==> src/hw/dstw_defs.vh <==
// Constants for the dual-slope timer waveform generator
`ifndef DSTW_DEFS_VH
`define DSTW_DEFS_VH

// ----------------------------------------------------------------
// Register byte addresses
// ----------------------------------------------------------------
`define DSTW_ADDR_CTRL_A 8'h00
`define DSTW_ADDR_CTRL_B 8'h04
`define DSTW_ADDR_COUNT 8'h08
`define DSTW_ADDR_CMP_A 8'h0c
`define DSTW_ADDR_CMP_B 8'h10
`define DSTW_ADDR_CAPT 8'h14
`define DSTW_ADDR_FLAGS 8'h18
`define DSTW_ADDR_PORT 8'h1c

// ----------------------------------------------------------------
// Field positions
// ----------------------------------------------------------------
`define DSTW_CA_FORCE_A 3
`define DSTW_CA_FORCE_B 2
`define DSTW_FLG_OVF 0
`define DSTW_FLG_CMP_A 1
`define DSTW_FLG_CMP_B 2
`define DSTW_FLG_CAPT 3

// ----------------------------------------------------------------
// Reset values and fixed counts
// ----------------------------------------------------------------
`define DSTW_RST_CTRL_A 8'h00
`define DSTW_RST_WORD 16'h0000
`define DSTW_TOP_MAX 16'hffff
`define DSTW_TOP_8BIT 16'h00ff
`define DSTW_TOP_9BIT 16'h01ff
`define DSTW_TOP_10BIT 16'h03ff
`define DSTW_DIV_8 10'h007
`define DSTW_DIV_64 10'h03f
`define DSTW_DIV_256 10'h0ff
`define DSTW_DIV_1024 10'h3ff

// ----------------------------------------------------------------
// Clock select codes
// ----------------------------------------------------------------
`define DSTW_CS_STOP 3'h0
`define DSTW_CS_DIV1 3'h1
`define DSTW_CS_DIV8 3'h2
`define DSTW_CS_DIV64 3'h3
`define DSTW_CS_DIV256 3'h4
`define DSTW_CS_DIV1024 3'h5
`define DSTW_CS_EXT_FALL 3'h6
`define DSTW_CS_EXT_RISE 3'h7

`endif

==> src/hw/dstw_top.v <==
// Dual-slope timer waveform generator with APB register slave
`timescale 1ns/1ps
`include "dstw_defs.vh"

// Notes on behaviour
// Waveform modes 8 and 9 count up from zero to TOP, then down.
// Mode 8 takes TOP from capture register, mode 9 from compare A.
// The counter stays at TOP for one tick before counting down.
// TOP may be anything from 0x0003 up to 0xffff.
// Output mode 2 dual-slope: clear on up match, set on down match.
// Output mode 3 dual-slope: set on up match, clear on down match.
// Phase-frequency mode loads compare buffers and sets overflow at BOTTOM.
// At TOP set compare-A flag or capture flag, per TOP source.
// Each unit flags a match when count equals its active compare value.
// Compare values above TOP never match; software keeps TOP high enough.
// Mode 9 with output mode 1 toggles output A, square wave.
// Dual-slope compare zero holds PWM low, compare TOP holds high; inverted opposite.
// Output modes 2 and 3, and 1 where it toggles, hand pin to waveform; direction bit enables drive.
// Output mode zero keeps normal port function in every mode.
// Non-PWM modes: output mode 1, 2, 3 toggle, clear, set on match.
// Fast PWM: 2 clears on match sets at BOTTOM, 3 reverse; toggle mode 15.
// Fast PWM ignores match at TOP but still acts at BOTTOM.
// Dual-slope output mode 1 toggles A in mode 9 only.
// All counting runs on one clock; tick is only an enable.
// Tick divides the clock by 1, 8, 64, 256 or 1024.
// Software changing frequency at run time should use compare A as TOP.
// Clock select 0 stops, 1-5 divide, 6-7 external falling/rising edge.
// Force strobes act only in non-PWM modes, no flag, no clear.
// After zero while counting down, count up on the next tick.
module dstw_top (
  // Clock and reset
  input wire i_clk,
  input wire i_rst_n,
  // APB slave
  input wire i_psel,
  input wire i_penable,
  input wire i_pwrite,
  input wire [7:0] i_paddr,
  input wire [31:0] i_pwdata,
  output wire [31:0] o_prdata,
  output wire o_pready,
  output wire o_pslverr,
  // External tick source
  input wire i_ext_clk,
  // Output compare pins
  output wire o_wave_pin_a,
  output wire o_wave_pin_a_oe_n,
  output wire o_wave_pin_b,
  output wire o_wave_pin_b_oe_n
);

  // ----------------------------------------------------------------
  // Registers
  // ----------------------------------------------------------------
  reg [7:0] ctrl_a_reg;
  reg [1:0] wgm_hi_reg;
  reg [2:0] clock_select_reg;
  reg [15:0] count_reg;
  reg [15:0] count_next;
  reg dir_down_reg;
  reg dir_down_next;
  reg [15:0] cmp_buf_a_reg;
  reg [15:0] cmp_buf_b_reg;
  reg [15:0] compare_reg_a;
  reg [15:0] compare_reg_b;
  reg [15:0] capture_reg;
  reg [3:0] flag_reg;
  reg [1:0] pin_dir_reg;
  reg [1:0] port_data_reg;
  reg [31:0] prdata_reg;
  reg [31:0] prdata_next;
  reg pready_reg;
  reg pslverr_reg;
  reg addr_hit;
  reg pin_a_reg;
  reg pin_b_reg;
  reg pin_a_oe_n_reg;
  reg pin_b_oe_n_reg;

  // Mode decode
  reg [15:0] top_val;
  reg is_dual;
  reg is_pfc;
  reg is_fast;
  reg is_nonpwm;
  reg top_from_capt;
  reg top_from_cmp_a;
  reg is_normal;

  // Counter events
  reg top_ev;
  reg bot_ev;
  reg tov_ev;
  reg upd_ev;

  wire tick;
  wire [3:0] waveform_mode;
  wire [1:0] out_mode_a;
  wire [1:0] out_mode_b;
  wire wr_en;
  wire at_top;
  wire at_bottom;
  wire up_ctx;
  wire [1:0] match;
  wire [1:0] force_cmp;
  wire [1:0] tog_ok;
  wire [1:0] eq_top;
  wire [1:0] wave;
  wire [1:0] connected;
  wire [1:0] omode [0:1];
  wire [3:0] flag_set;
  wire [3:0] flag_clr;

  assign waveform_mode = {wgm_hi_reg, ctrl_a_reg[1:0]};
  assign out_mode_a = ctrl_a_reg[7:6];
  assign out_mode_b = ctrl_a_reg[5:4];
  assign omode[0] = out_mode_a;
  assign omode[1] = out_mode_b;

  assign o_prdata = prdata_reg;
  assign o_pready = pready_reg;
  assign o_pslverr = pslverr_reg;
  assign o_wave_pin_a = pin_a_reg;
  assign o_wave_pin_b = pin_b_reg;
  assign o_wave_pin_a_oe_n = pin_a_oe_n_reg;
  assign o_wave_pin_b_oe_n = pin_b_oe_n_reg;

  // ----------------------------------------------------------------
  // Tick source
  // ----------------------------------------------------------------
  dstw_prescaler u_prescaler (
    .i_clk(i_clk),
    .i_rst_n(i_rst_n),
    .i_clock_select(clock_select_reg),
    .i_ext_clk(i_ext_clk),
    .o_tick(tick)
  );

  // ----------------------------------------------------------------
  // Waveform mode decode
  // ----------------------------------------------------------------
  always @* begin
    top_val = `DSTW_TOP_MAX;
    is_dual = 1'b0;
    is_pfc = 1'b0;
    is_fast = 1'b0;
    is_nonpwm = 1'b0;
    top_from_capt = 1'b0;
    top_from_cmp_a = 1'b0;
    is_normal = 1'b0;
    case (waveform_mode)
      4'h1: begin
        is_dual = 1'b1;
        top_val = `DSTW_TOP_8BIT;
      end
      4'h2: begin
        is_dual = 1'b1;
        top_val = `DSTW_TOP_9BIT;
      end
      4'h3: begin
        is_dual = 1'b1;
        top_val = `DSTW_TOP_10BIT;
      end
      4'h4: begin
        is_nonpwm = 1'b1;
        top_from_cmp_a = 1'b1;
      end
      4'h5: begin
        is_fast = 1'b1;
        top_val = `DSTW_TOP_8BIT;
      end
      4'h6: begin
        is_fast = 1'b1;
        top_val = `DSTW_TOP_9BIT;
      end
      4'h7: begin
        is_fast = 1'b1;
        top_val = `DSTW_TOP_10BIT;
      end
      4'h8, 4'ha: begin
        is_dual = 1'b1;
        is_pfc = (waveform_mode == 4'h8);
        top_from_capt = 1'b1;
      end
      4'h9, 4'hb: begin
        is_dual = 1'b1;
        is_pfc = (waveform_mode == 4'h9);
        top_from_cmp_a = 1'b1;
      end
      4'hc: begin
        is_nonpwm = 1'b1;
        top_from_capt = 1'b1;
      end
      4'he: begin
        is_fast = 1'b1;
        top_from_capt = 1'b1;
      end
      4'hf: begin
        is_fast = 1'b1;
        top_from_cmp_a = 1'b1;
      end
      default: begin
        // Mode 0 and the reserved code run as a plain counter
        is_nonpwm = 1'b1;
        is_normal = 1'b1;
      end
    endcase
    if (top_from_capt) begin
      top_val = capture_reg;
    end else if (top_from_cmp_a) begin
      top_val = compare_reg_a;
    end
  end

  // ----------------------------------------------------------------
  // Counter
  // ----------------------------------------------------------------
  assign at_top = (count_reg >= top_val);
  assign at_bottom = (count_reg == 16'h0000);
  assign up_ctx = (~dir_down_reg & ~at_top) | at_bottom;

  always @* begin
    count_next = count_reg;
    dir_down_next = dir_down_reg;
    top_ev = 1'b0;
    bot_ev = 1'b0;
    if (tick) begin
      if (is_dual) begin
        if (!dir_down_reg) begin
          if (at_top) begin
            dir_down_next = 1'b1;
            count_next = count_reg - 16'h0001;
            top_ev = 1'b1;
          end else begin
            count_next = count_reg + 16'h0001;
          end
        end else if (at_bottom) begin
          dir_down_next = 1'b0;
          count_next = 16'h0001;
          bot_ev = 1'b1;
        end else begin
          count_next = count_reg - 16'h0001;
        end
      end else begin
        dir_down_next = 1'b0;
        if (!is_normal && at_top) begin
          count_next = 16'h0000;
          top_ev = 1'b1;
        end else begin
          count_next = count_reg + 16'h0001;
        end
      end
    end
    if (wr_en && i_paddr == `DSTW_ADDR_COUNT) begin
      // Software write wins over the tick
      count_next = i_pwdata[15:0];
    end
    if (is_dual) begin
      tov_ev = bot_ev;
    end else if (is_fast) begin
      tov_ev = top_ev;
    end else begin
      tov_ev = tick && (count_reg == `DSTW_TOP_MAX);
    end
    if (is_nonpwm) begin
      upd_ev = 1'b1;
    end else if (is_pfc) begin
      upd_ev = bot_ev;
    end else if (is_dual) begin
      upd_ev = top_ev;
    end else begin
      upd_ev = top_ev;
    end
  end

  // ----------------------------------------------------------------
  // Compare units
  // ----------------------------------------------------------------
  assign match[0] = tick && (count_reg == compare_reg_a) && (compare_reg_a <= top_val);
  assign match[1] = tick && (count_reg == compare_reg_b) && (compare_reg_b <= top_val);
  assign eq_top[0] = (compare_reg_a == top_val);
  assign eq_top[1] = (compare_reg_b == top_val);
  assign tog_ok[0] = is_nonpwm || waveform_mode == 4'hf ||
                     waveform_mode == 4'h9;
  assign tog_ok[1] = is_nonpwm;
  assign force_cmp[0] = wr_en && i_paddr == `DSTW_ADDR_CTRL_A && i_pwdata[`DSTW_CA_FORCE_A];
  assign force_cmp[1] = wr_en && i_paddr == `DSTW_ADDR_CTRL_A && i_pwdata[`DSTW_CA_FORCE_B];

  genvar gi;
  generate
    for (gi = 0; gi < 2; gi = gi + 1) begin : g_unit
      dstw_wave_unit u_wave (
        .i_clk(i_clk),
        .i_rst_n(i_rst_n),
        .i_out_mode(omode[gi]),
        .i_tog_ok(tog_ok[gi]),
        .i_nonpwm(is_nonpwm),
        .i_fast(is_fast),
        .i_dual(is_dual),
        .i_match(match[gi]),
        .i_up_ctx(up_ctx),
        .i_bottom(top_ev & is_fast),
        .i_ocr_eq_top(eq_top[gi]),
        .i_force(force_cmp[gi] & is_nonpwm),
        .o_wave(wave[gi]),
        .o_connected(connected[gi])
      );
    end
  endgenerate

  // ----------------------------------------------------------------
  // Flags: a set in the same cycle as a clear wins
  // ----------------------------------------------------------------
  assign flag_set[`DSTW_FLG_OVF] = tov_ev;
  assign flag_set[`DSTW_FLG_CMP_A] = match[0];
  assign flag_set[`DSTW_FLG_CMP_B] = match[1];
  assign flag_set[`DSTW_FLG_CAPT] = top_ev & top_from_capt;
  assign flag_clr = (wr_en && i_paddr == `DSTW_ADDR_FLAGS) ? i_pwdata[3:0] : 4'h0;

  // ----------------------------------------------------------------
  // APB slave, zero wait states
  // ----------------------------------------------------------------
  assign wr_en = i_psel & i_penable & pready_reg & i_pwrite;

  always @* begin
    addr_hit = 1'b1;
    prdata_next = 32'h00000000;
    if (i_paddr == `DSTW_ADDR_CTRL_A) begin
      // Force bits always read as zero
      prdata_next[7:0] = {ctrl_a_reg[7:4], 2'h0, ctrl_a_reg[1:0]};
    end else if (i_paddr == `DSTW_ADDR_CTRL_B) begin
      prdata_next[4:0] = {wgm_hi_reg, clock_select_reg};
    end else if (i_paddr == `DSTW_ADDR_COUNT) begin
      prdata_next[15:0] = count_reg;
    end else if (i_paddr == `DSTW_ADDR_CMP_A) begin
      prdata_next[15:0] = cmp_buf_a_reg;
    end else if (i_paddr == `DSTW_ADDR_CMP_B) begin
      prdata_next[15:0] = cmp_buf_b_reg;
    end else if (i_paddr == `DSTW_ADDR_CAPT) begin
      prdata_next[15:0] = capture_reg;
    end else if (i_paddr == `DSTW_ADDR_FLAGS) begin
      prdata_next[4:0] = {dir_down_reg, flag_reg};
    end else if (i_paddr == `DSTW_ADDR_PORT) begin
      prdata_next[3:0] = {port_data_reg, pin_dir_reg};
    end else begin
      addr_hit = 1'b0;
    end
  end

  always @(posedge i_clk or negedge i_rst_n) begin
    if (!i_rst_n) begin
      prdata_reg <= 32'h00000000;
      pready_reg <= 1'b0;
      pslverr_reg <= 1'b0;
    end else begin
      pready_reg <= i_psel & ~i_penable;
      if (i_psel && !i_penable) begin
        prdata_reg <= i_pwrite ? 32'h00000000 : prdata_next;
        pslverr_reg <= ~addr_hit;
      end else begin
        pslverr_reg <= 1'b0;
      end
    end
  end

  // ----------------------------------------------------------------
  // Register state
  // ----------------------------------------------------------------
  always @(posedge i_clk or negedge i_rst_n) begin
    if (!i_rst_n) begin
      ctrl_a_reg <= `DSTW_RST_CTRL_A;
      wgm_hi_reg <= 2'h0;
      clock_select_reg <= `DSTW_CS_STOP;
      count_reg <= `DSTW_RST_WORD;
      dir_down_reg <= 1'b0;
      cmp_buf_a_reg <= `DSTW_RST_WORD;
      cmp_buf_b_reg <= `DSTW_RST_WORD;
      compare_reg_a <= `DSTW_RST_WORD;
      compare_reg_b <= `DSTW_RST_WORD;
      capture_reg <= `DSTW_RST_WORD;
      flag_reg <= 4'h0;
      pin_dir_reg <= 2'h0;
      port_data_reg <= 2'h0;
    end else begin
      count_reg <= count_next;
      dir_down_reg <= dir_down_next;
      flag_reg <= (flag_reg & ~flag_clr) | flag_set;
      if (upd_ev) begin
        compare_reg_a <= cmp_buf_a_reg;
        compare_reg_b <= cmp_buf_b_reg;
      end
      if (wr_en) begin
        if (i_paddr == `DSTW_ADDR_CTRL_A) begin
          ctrl_a_reg <= {i_pwdata[7:4], 2'h0, i_pwdata[1:0]};
        end else if (i_paddr == `DSTW_ADDR_CTRL_B) begin
          wgm_hi_reg <= i_pwdata[4:3];
          clock_select_reg <= i_pwdata[2:0];
        end else if (i_paddr == `DSTW_ADDR_CMP_A) begin
          cmp_buf_a_reg <= i_pwdata[15:0];
        end else if (i_paddr == `DSTW_ADDR_CMP_B) begin
          cmp_buf_b_reg <= i_pwdata[15:0];
        end else if (i_paddr == `DSTW_ADDR_CAPT) begin
          capture_reg <= i_pwdata[15:0];
        end else if (i_paddr == `DSTW_ADDR_PORT) begin
          pin_dir_reg <= i_pwdata[1:0];
          port_data_reg <= i_pwdata[3:2];
        end
      end
    end
  end

  // ----------------------------------------------------------------
  // Pin drive
  // ----------------------------------------------------------------
  always @(posedge i_clk or negedge i_rst_n) begin
    if (!i_rst_n) begin
      pin_a_reg <= 1'b0;
      pin_b_reg <= 1'b0;
      pin_a_oe_n_reg <= 1'b1;
      pin_b_oe_n_reg <= 1'b1;
    end else begin
      pin_a_reg <= connected[0] ? wave[0] : port_data_reg[0];
      pin_b_reg <= connected[1] ? wave[1] : port_data_reg[1];
      pin_a_oe_n_reg <= ~pin_dir_reg[0];
      pin_b_oe_n_reg <= ~pin_dir_reg[1];
    end
  end

endmodule

==> src/hw/dstw_prescaler.v <==
// Timer tick generator: divided clock enable or external edge
`timescale 1ns/1ps
`include "dstw_defs.vh"

module dstw_prescaler (
  // Clock and reset
  input wire i_clk,
  input wire i_rst_n,
  // Control
  input wire [2:0] i_clock_select,
  input wire i_ext_clk,
  // Tick
  output wire o_tick
);

  reg [9:0] div_reg;
  reg ext_prev_reg;
  reg tick_reg;
  reg tick_next;

  assign o_tick = tick_reg;

  // ----------------------------------------------------------------
  // Free running divider, ticks are enables not clocks
  // ----------------------------------------------------------------
  always @* begin
    case (i_clock_select)
      `DSTW_CS_DIV1: tick_next = 1'b1;
      `DSTW_CS_DIV8: tick_next = (div_reg[2:0] == `DSTW_DIV_8);
      `DSTW_CS_DIV64: tick_next = (div_reg[5:0] == `DSTW_DIV_64);
      `DSTW_CS_DIV256: tick_next = (div_reg[7:0] == `DSTW_DIV_256);
      `DSTW_CS_DIV1024: tick_next = (div_reg == `DSTW_DIV_1024);
      `DSTW_CS_EXT_FALL: tick_next = ext_prev_reg & ~i_ext_clk;
      `DSTW_CS_EXT_RISE: tick_next = ~ext_prev_reg & i_ext_clk;
      default: tick_next = 1'b0;
    endcase
  end

  always @(posedge i_clk or negedge i_rst_n) begin
    if (!i_rst_n) begin
      div_reg <= 10'h000;
      ext_prev_reg <= 1'b0;
      tick_reg <= 1'b0;
    end else begin
      div_reg <= div_reg + 10'h001;
      ext_prev_reg <= i_ext_clk;
      tick_reg <= tick_next;
    end
  end

endmodule

==> src/hw/dstw_wave_unit.v <==
// One compare output unit: output register and pin hand-over decode
`timescale 1ns/1ps

module dstw_wave_unit (
  // Clock and reset
  input wire i_clk,
  input wire i_rst_n,
  // Configuration
  input wire [1:0] i_out_mode,
  input wire i_tog_ok,
  input wire i_nonpwm,
  input wire i_fast,
  input wire i_dual,
  // Events
  input wire i_match,
  input wire i_up_ctx,
  input wire i_bottom,
  input wire i_ocr_eq_top,
  input wire i_force,
  // Result
  output wire o_wave,
  output wire o_connected
);

  reg wave_reg;
  reg wave_next;

  assign o_wave = wave_reg;
  // Mode 1 only counts when toggling is allowed here
  assign o_connected = (i_out_mode != 2'h0) && (i_out_mode != 2'h1 || i_tog_ok);

  // ----------------------------------------------------------------
  // Output action
  // ----------------------------------------------------------------
  always @* begin
    wave_next = wave_reg;
    if (i_nonpwm) begin
      if (i_match || i_force) begin
        case (i_out_mode)
          2'h1: wave_next = ~wave_reg;
          2'h2: wave_next = 1'b0;
          2'h3: wave_next = 1'b1;
          default: wave_next = wave_reg;
        endcase
      end
    end else if (i_fast) begin
      if (i_out_mode[1]) begin
        if (i_bottom) begin
          wave_next = ~i_out_mode[0];
        end else if (i_match && !i_ocr_eq_top) begin
          wave_next = i_out_mode[0];
        end
      end else if (i_out_mode[0] && i_tog_ok && i_match) begin
        wave_next = ~wave_reg;
      end
    end else if (i_dual) begin
      if (i_out_mode[1] && i_match) begin
        // Bottom counts as rising, top as falling: keeps 0 and TOP solid
        wave_next = i_up_ctx ? i_out_mode[0] : ~i_out_mode[0];
      end else if (i_out_mode == 2'h1 && i_tog_ok && i_match) begin
        wave_next = ~wave_reg;
      end
    end
  end

  always @(posedge i_clk or negedge i_rst_n) begin
    if (!i_rst_n) begin
      wave_reg <= 1'b0;
    end else begin
      wave_reg <= wave_next;
    end
  end

endmodule

==> config.mk <==
export PLATFORM = sky130hd
export DESIGN_NAME = dstw_top
export DESIGN_NICKNAME = d
export VERILOG_FILES = /design/src/hw/dstw_top.v /design/src/hw/dstw_prescaler.v /design/src/hw/dstw_wave_unit.v
export VERILOG_INCLUDE_DIRS = /design/src /design/src/hw
export SDC_FILE = /design/constraint.sdc
export NUM_CORES = 1
export LEC_CHECK = 0
export BUFFER_PORTS_ARGS = -buffer_cell sky130_fd_sc_hd__buf_2
export CAP_MARGIN = 20
export CORE_MARGIN = 10
export CORE_UTILIZATION = 45
export DETAILED_ROUTE_END_ITERATION = 8
export SLEW_MARGIN = 10
export SYNTH_ARGS = -nofsm -noshare
export SYNTH_HDL_FRONTEND = slang
export SYNTH_SLANG_ARGS = --single-unit
==> constraint.sdc <==
create_clock -name i_clk -period 4.7 [get_ports i_clk]
set_input_delay 0.94 -clock i_clk [delete_from_list [all_inputs] [get_ports i_clk]]
set_output_delay 0.94 -clock i_clk [all_outputs]
set_load 0.05 [all_outputs]
==> results.md <==
- Setup tns final: 0 ns
- Mapped cell area: 0.00996 mm^2
- Fill count: 2058
- Relative slew slack: 35.5%
- Final Cycle Share: 89.5%
- Routed via count: 8519
- Tmin final: 4.21 ns
- GRT Overall Usage: 22.2%
- Iter 0 DRT Violations: 763
- Largest net degree at the start of global routing: 96
- Top cell type's share of synthesized area: 37.7%
- # setup viols final: 0
- Max Cap Viol: 0
- Post-synthesis async set-or-reset flop share: 100%
- Post-CTS sizing: 0
- Drt total wl: 31800 um
- Area growth from synthesis to layout: 11.4%
- IO buf count: 51
- CTS buffer count: 17
- Count of clock tree sinks: 152
- Final setup skew: 0.0106 ns
- Worst skew pair latency: 0.43 ns
- Height of the chip: 169 um
- Io pins: 84
- Largest cells by area after synthesis: dfrtp_1 38%, mux2_2 11%, ha_1 7.0%, nand2_1 3.3%, o21ai_0 3.0%
- Ant diodes: 0
- Setup crit end kind: flip-flop
- Detail Route Antenna Nets: 0
- Via/cell ratio: 6.27
- Final RePlAce weighted congestion: 0.950
- WP data arrival: 4.54 ns
- DR WL/cell: 23.4 um
- Count of cell types in the netlist: 83
- CTS tree: yes
- Top-count cell post-synth: dfrtp_1
- CP max FO: 12
- Post-synthesis sequential area ratio: 38.2%
- Die footprint: 0.0285 mm^2
- Final number of max-transition violations: 0
- Estimated wirelength of the detail-placed design: 23300 um
- Residual DRC count: 0
- CTS Root Cell: clkbuf_16
- Ys Warns: 0
- Leakage Power: 5.13 nW
- Vias in the first global route: 8471
- Max Buffers Root-to-Sink: 2
- Hold Fails Final Rpt: 0
- Post-route cell area: 0.0111 mm^2
- Placeable core area: 0.0218 mm^2
- Fin util: 50.8%
- Initial antenna violation count: 0
- Number of synthesized flops with an enable pin: 0
- Site row count: 54
- Worst Path Required: 5.03 ns
- Min-delay worst type: flip-flop to flip-flop
- Crit path launch type: flip-flop
- CTS H-Tree Depth: 4
- Peak supply drop: 0.000236 V
- First-pass GRT wire length: 49500 um
- Initial Utilization: 45.6%
- Cts hold-fix bufs: 0
- Kind of critical path: flip-flop to flip-flop
- Final Net Count: 1167
- Grt ovf: 0
- Main synth FF type: dfrtp_1
- Drt pass-1 iters: 6
- Syn Area/Cell: 9.72 um^2
- Worst Tran Pin Value: 0.966 ns
- Status: finished clean
- Mapped Cells: 1024
- Die X: 169 um
- Share of cells above drive strength 1: 21.6%
- Fmax: 0.238 GHz
- Clock slew at reported path FFs: 0.07 ns
- Area after DPL: 0.0105 mm^2
- #FFs+latches synth: 152
- Post-CTS Setup Bufs: 0
- Synth cell count leaders: 150 x dfrtp_1, 95 x mux2_2, 88 x nand2_1, 60 x o21ai_0, 56 x ha_1
- Leading area contributor after synthesis: dfrtp_1
- Pwr per Cell Area: 267 mW/mm^2
- RSZ-0062 raised after global routing: false
-- critical path, stage by stage, from the launching register on --
cell,delay [ns]
dfrtp_1,0.54
nor2_1,0.29
a21oi_1,0.11
buf_4,0.17
o22ai_1,0.31
ha_1,0.31
a211o_1,0.28
a2111oi_0,0.37
o21ai_1,0.12
o211a_2,0.19
a31oi_4,0.36
a21boi_2,0.20
buf_4,0.20
nor4_1,0.39
o32ai_1,0.13
o32ai_1,0.14
-- power breakdown --
part | internal, mW | switching, mW | leakage [nW]
Clock | 0.746 | 0.624 | 0.273
Sequential | 1.32 | 0.0187 | 2.00
Combinational | 0.0736 | 0.180 | 2.85
-- path summary, 6_finish.rpt --
check,from,endpoint,slack [ns],depth (start not counted)
max,wgm_hi_reg[1],count_reg[5],0.49,15
min,pin_dir_reg[1],o_wave_pin_b_oe_n,0.40,1
max reg2reg,wgm_hi_reg[1],count_reg[5],0.49,15
min reg2reg,pin_dir_reg[1],o_wave_pin_b_oe_n,0.40,1
max in group asynchronous,i_rst_n,o_prdata[7],3.31,2
min in group asynchronous,i_rst_n,count_reg[14],0.45,1
-- cell usage in the layout (no fill, tap or decap), types with 5 or more instances in the layout --
cell type and instances:
buf_2 50, or3_1 12, a22o_1 13, xnor2_1 27, a22oi_1 10, nor4_1 12
nand2_1 88, nand4_1 11, and4_1 7, a211oi_1 8, o21ai_1 7, a221oi_1 15
nor3b_1 6, o22ai_1 14, a21o_1 9, buf_4 32, ha_1 56, o221ai_1 7
inv_6 5, dfrtp_1 150, nand2b_1 12, and3_1 13, inv_1 20, o31ai_1 6
nor2_1 51, or2_2 5, nor2b_1 12, o211ai_1 7, clkbuf_16 17, xor2_1 17
nor3_1 25, nand3_1 33, mux2_2 95, conb_1 16, a21oi_1 37, a31oi_1 13
o21ai_0 60
-- per-layer routing --
layer,vias to the layer above,global-route usage [%],part of all wire (%)
met1,4271,31.1,46
li1,3899,-,-
met4,0,6.13,1.8
met2,311,34.3,45
met3,38,4.26,7.6
met5,-,0,0
-- cell families (layout without fill, tap and decap cells) --
family          Yosys count  in the layout  share of synthesized area, %
xor+xnor                 44             44                          3.87
mux                     100            100                          11.4
flops                   152            152                          38.2
buf+inv                  99            138                          4.74
simple gates            308            308                          15.9
compound gates          264            264                          18.8
other cells               1             16                        0.0377
fa+ha+maj                56             56                          7.04
-- per-stage QoR --
| stage | hold WS [ns] | total power, mW | worst slack (ns) | std cells |
|---|---|---|---|---|
| after floorplan | 0.365 | 1.51 | 0.391 | 1039 |
| after global placement | 0.387 | 1.61 | 0.565 | 1326 |
| after detailed placement | 0.389 | 1.62 | 0.572 | 1326 |
| after CTS | 0.404 | 2.97 | 0.519 | 1358 |
| after global routing | 0.425 | 3.05 | 0.226 | 1358 |
| final | 0.403 | 2.96 | 0.495 | 1358 |
-- layout make-up --
class                   count  area, um^2  share of cell area (%)
multi-input cells         788        5750                    51.8
flip-flops and latches    152        3810                    34.3
repair buffers             85         542                    4.88
clock buffers              19         433                    3.90
well taps                 280         350                    3.16
clock inverters            13         134                    1.21
inverters                  21        78.8                   0.711
No activity file was read; power rests on OpenSTA's default activity.
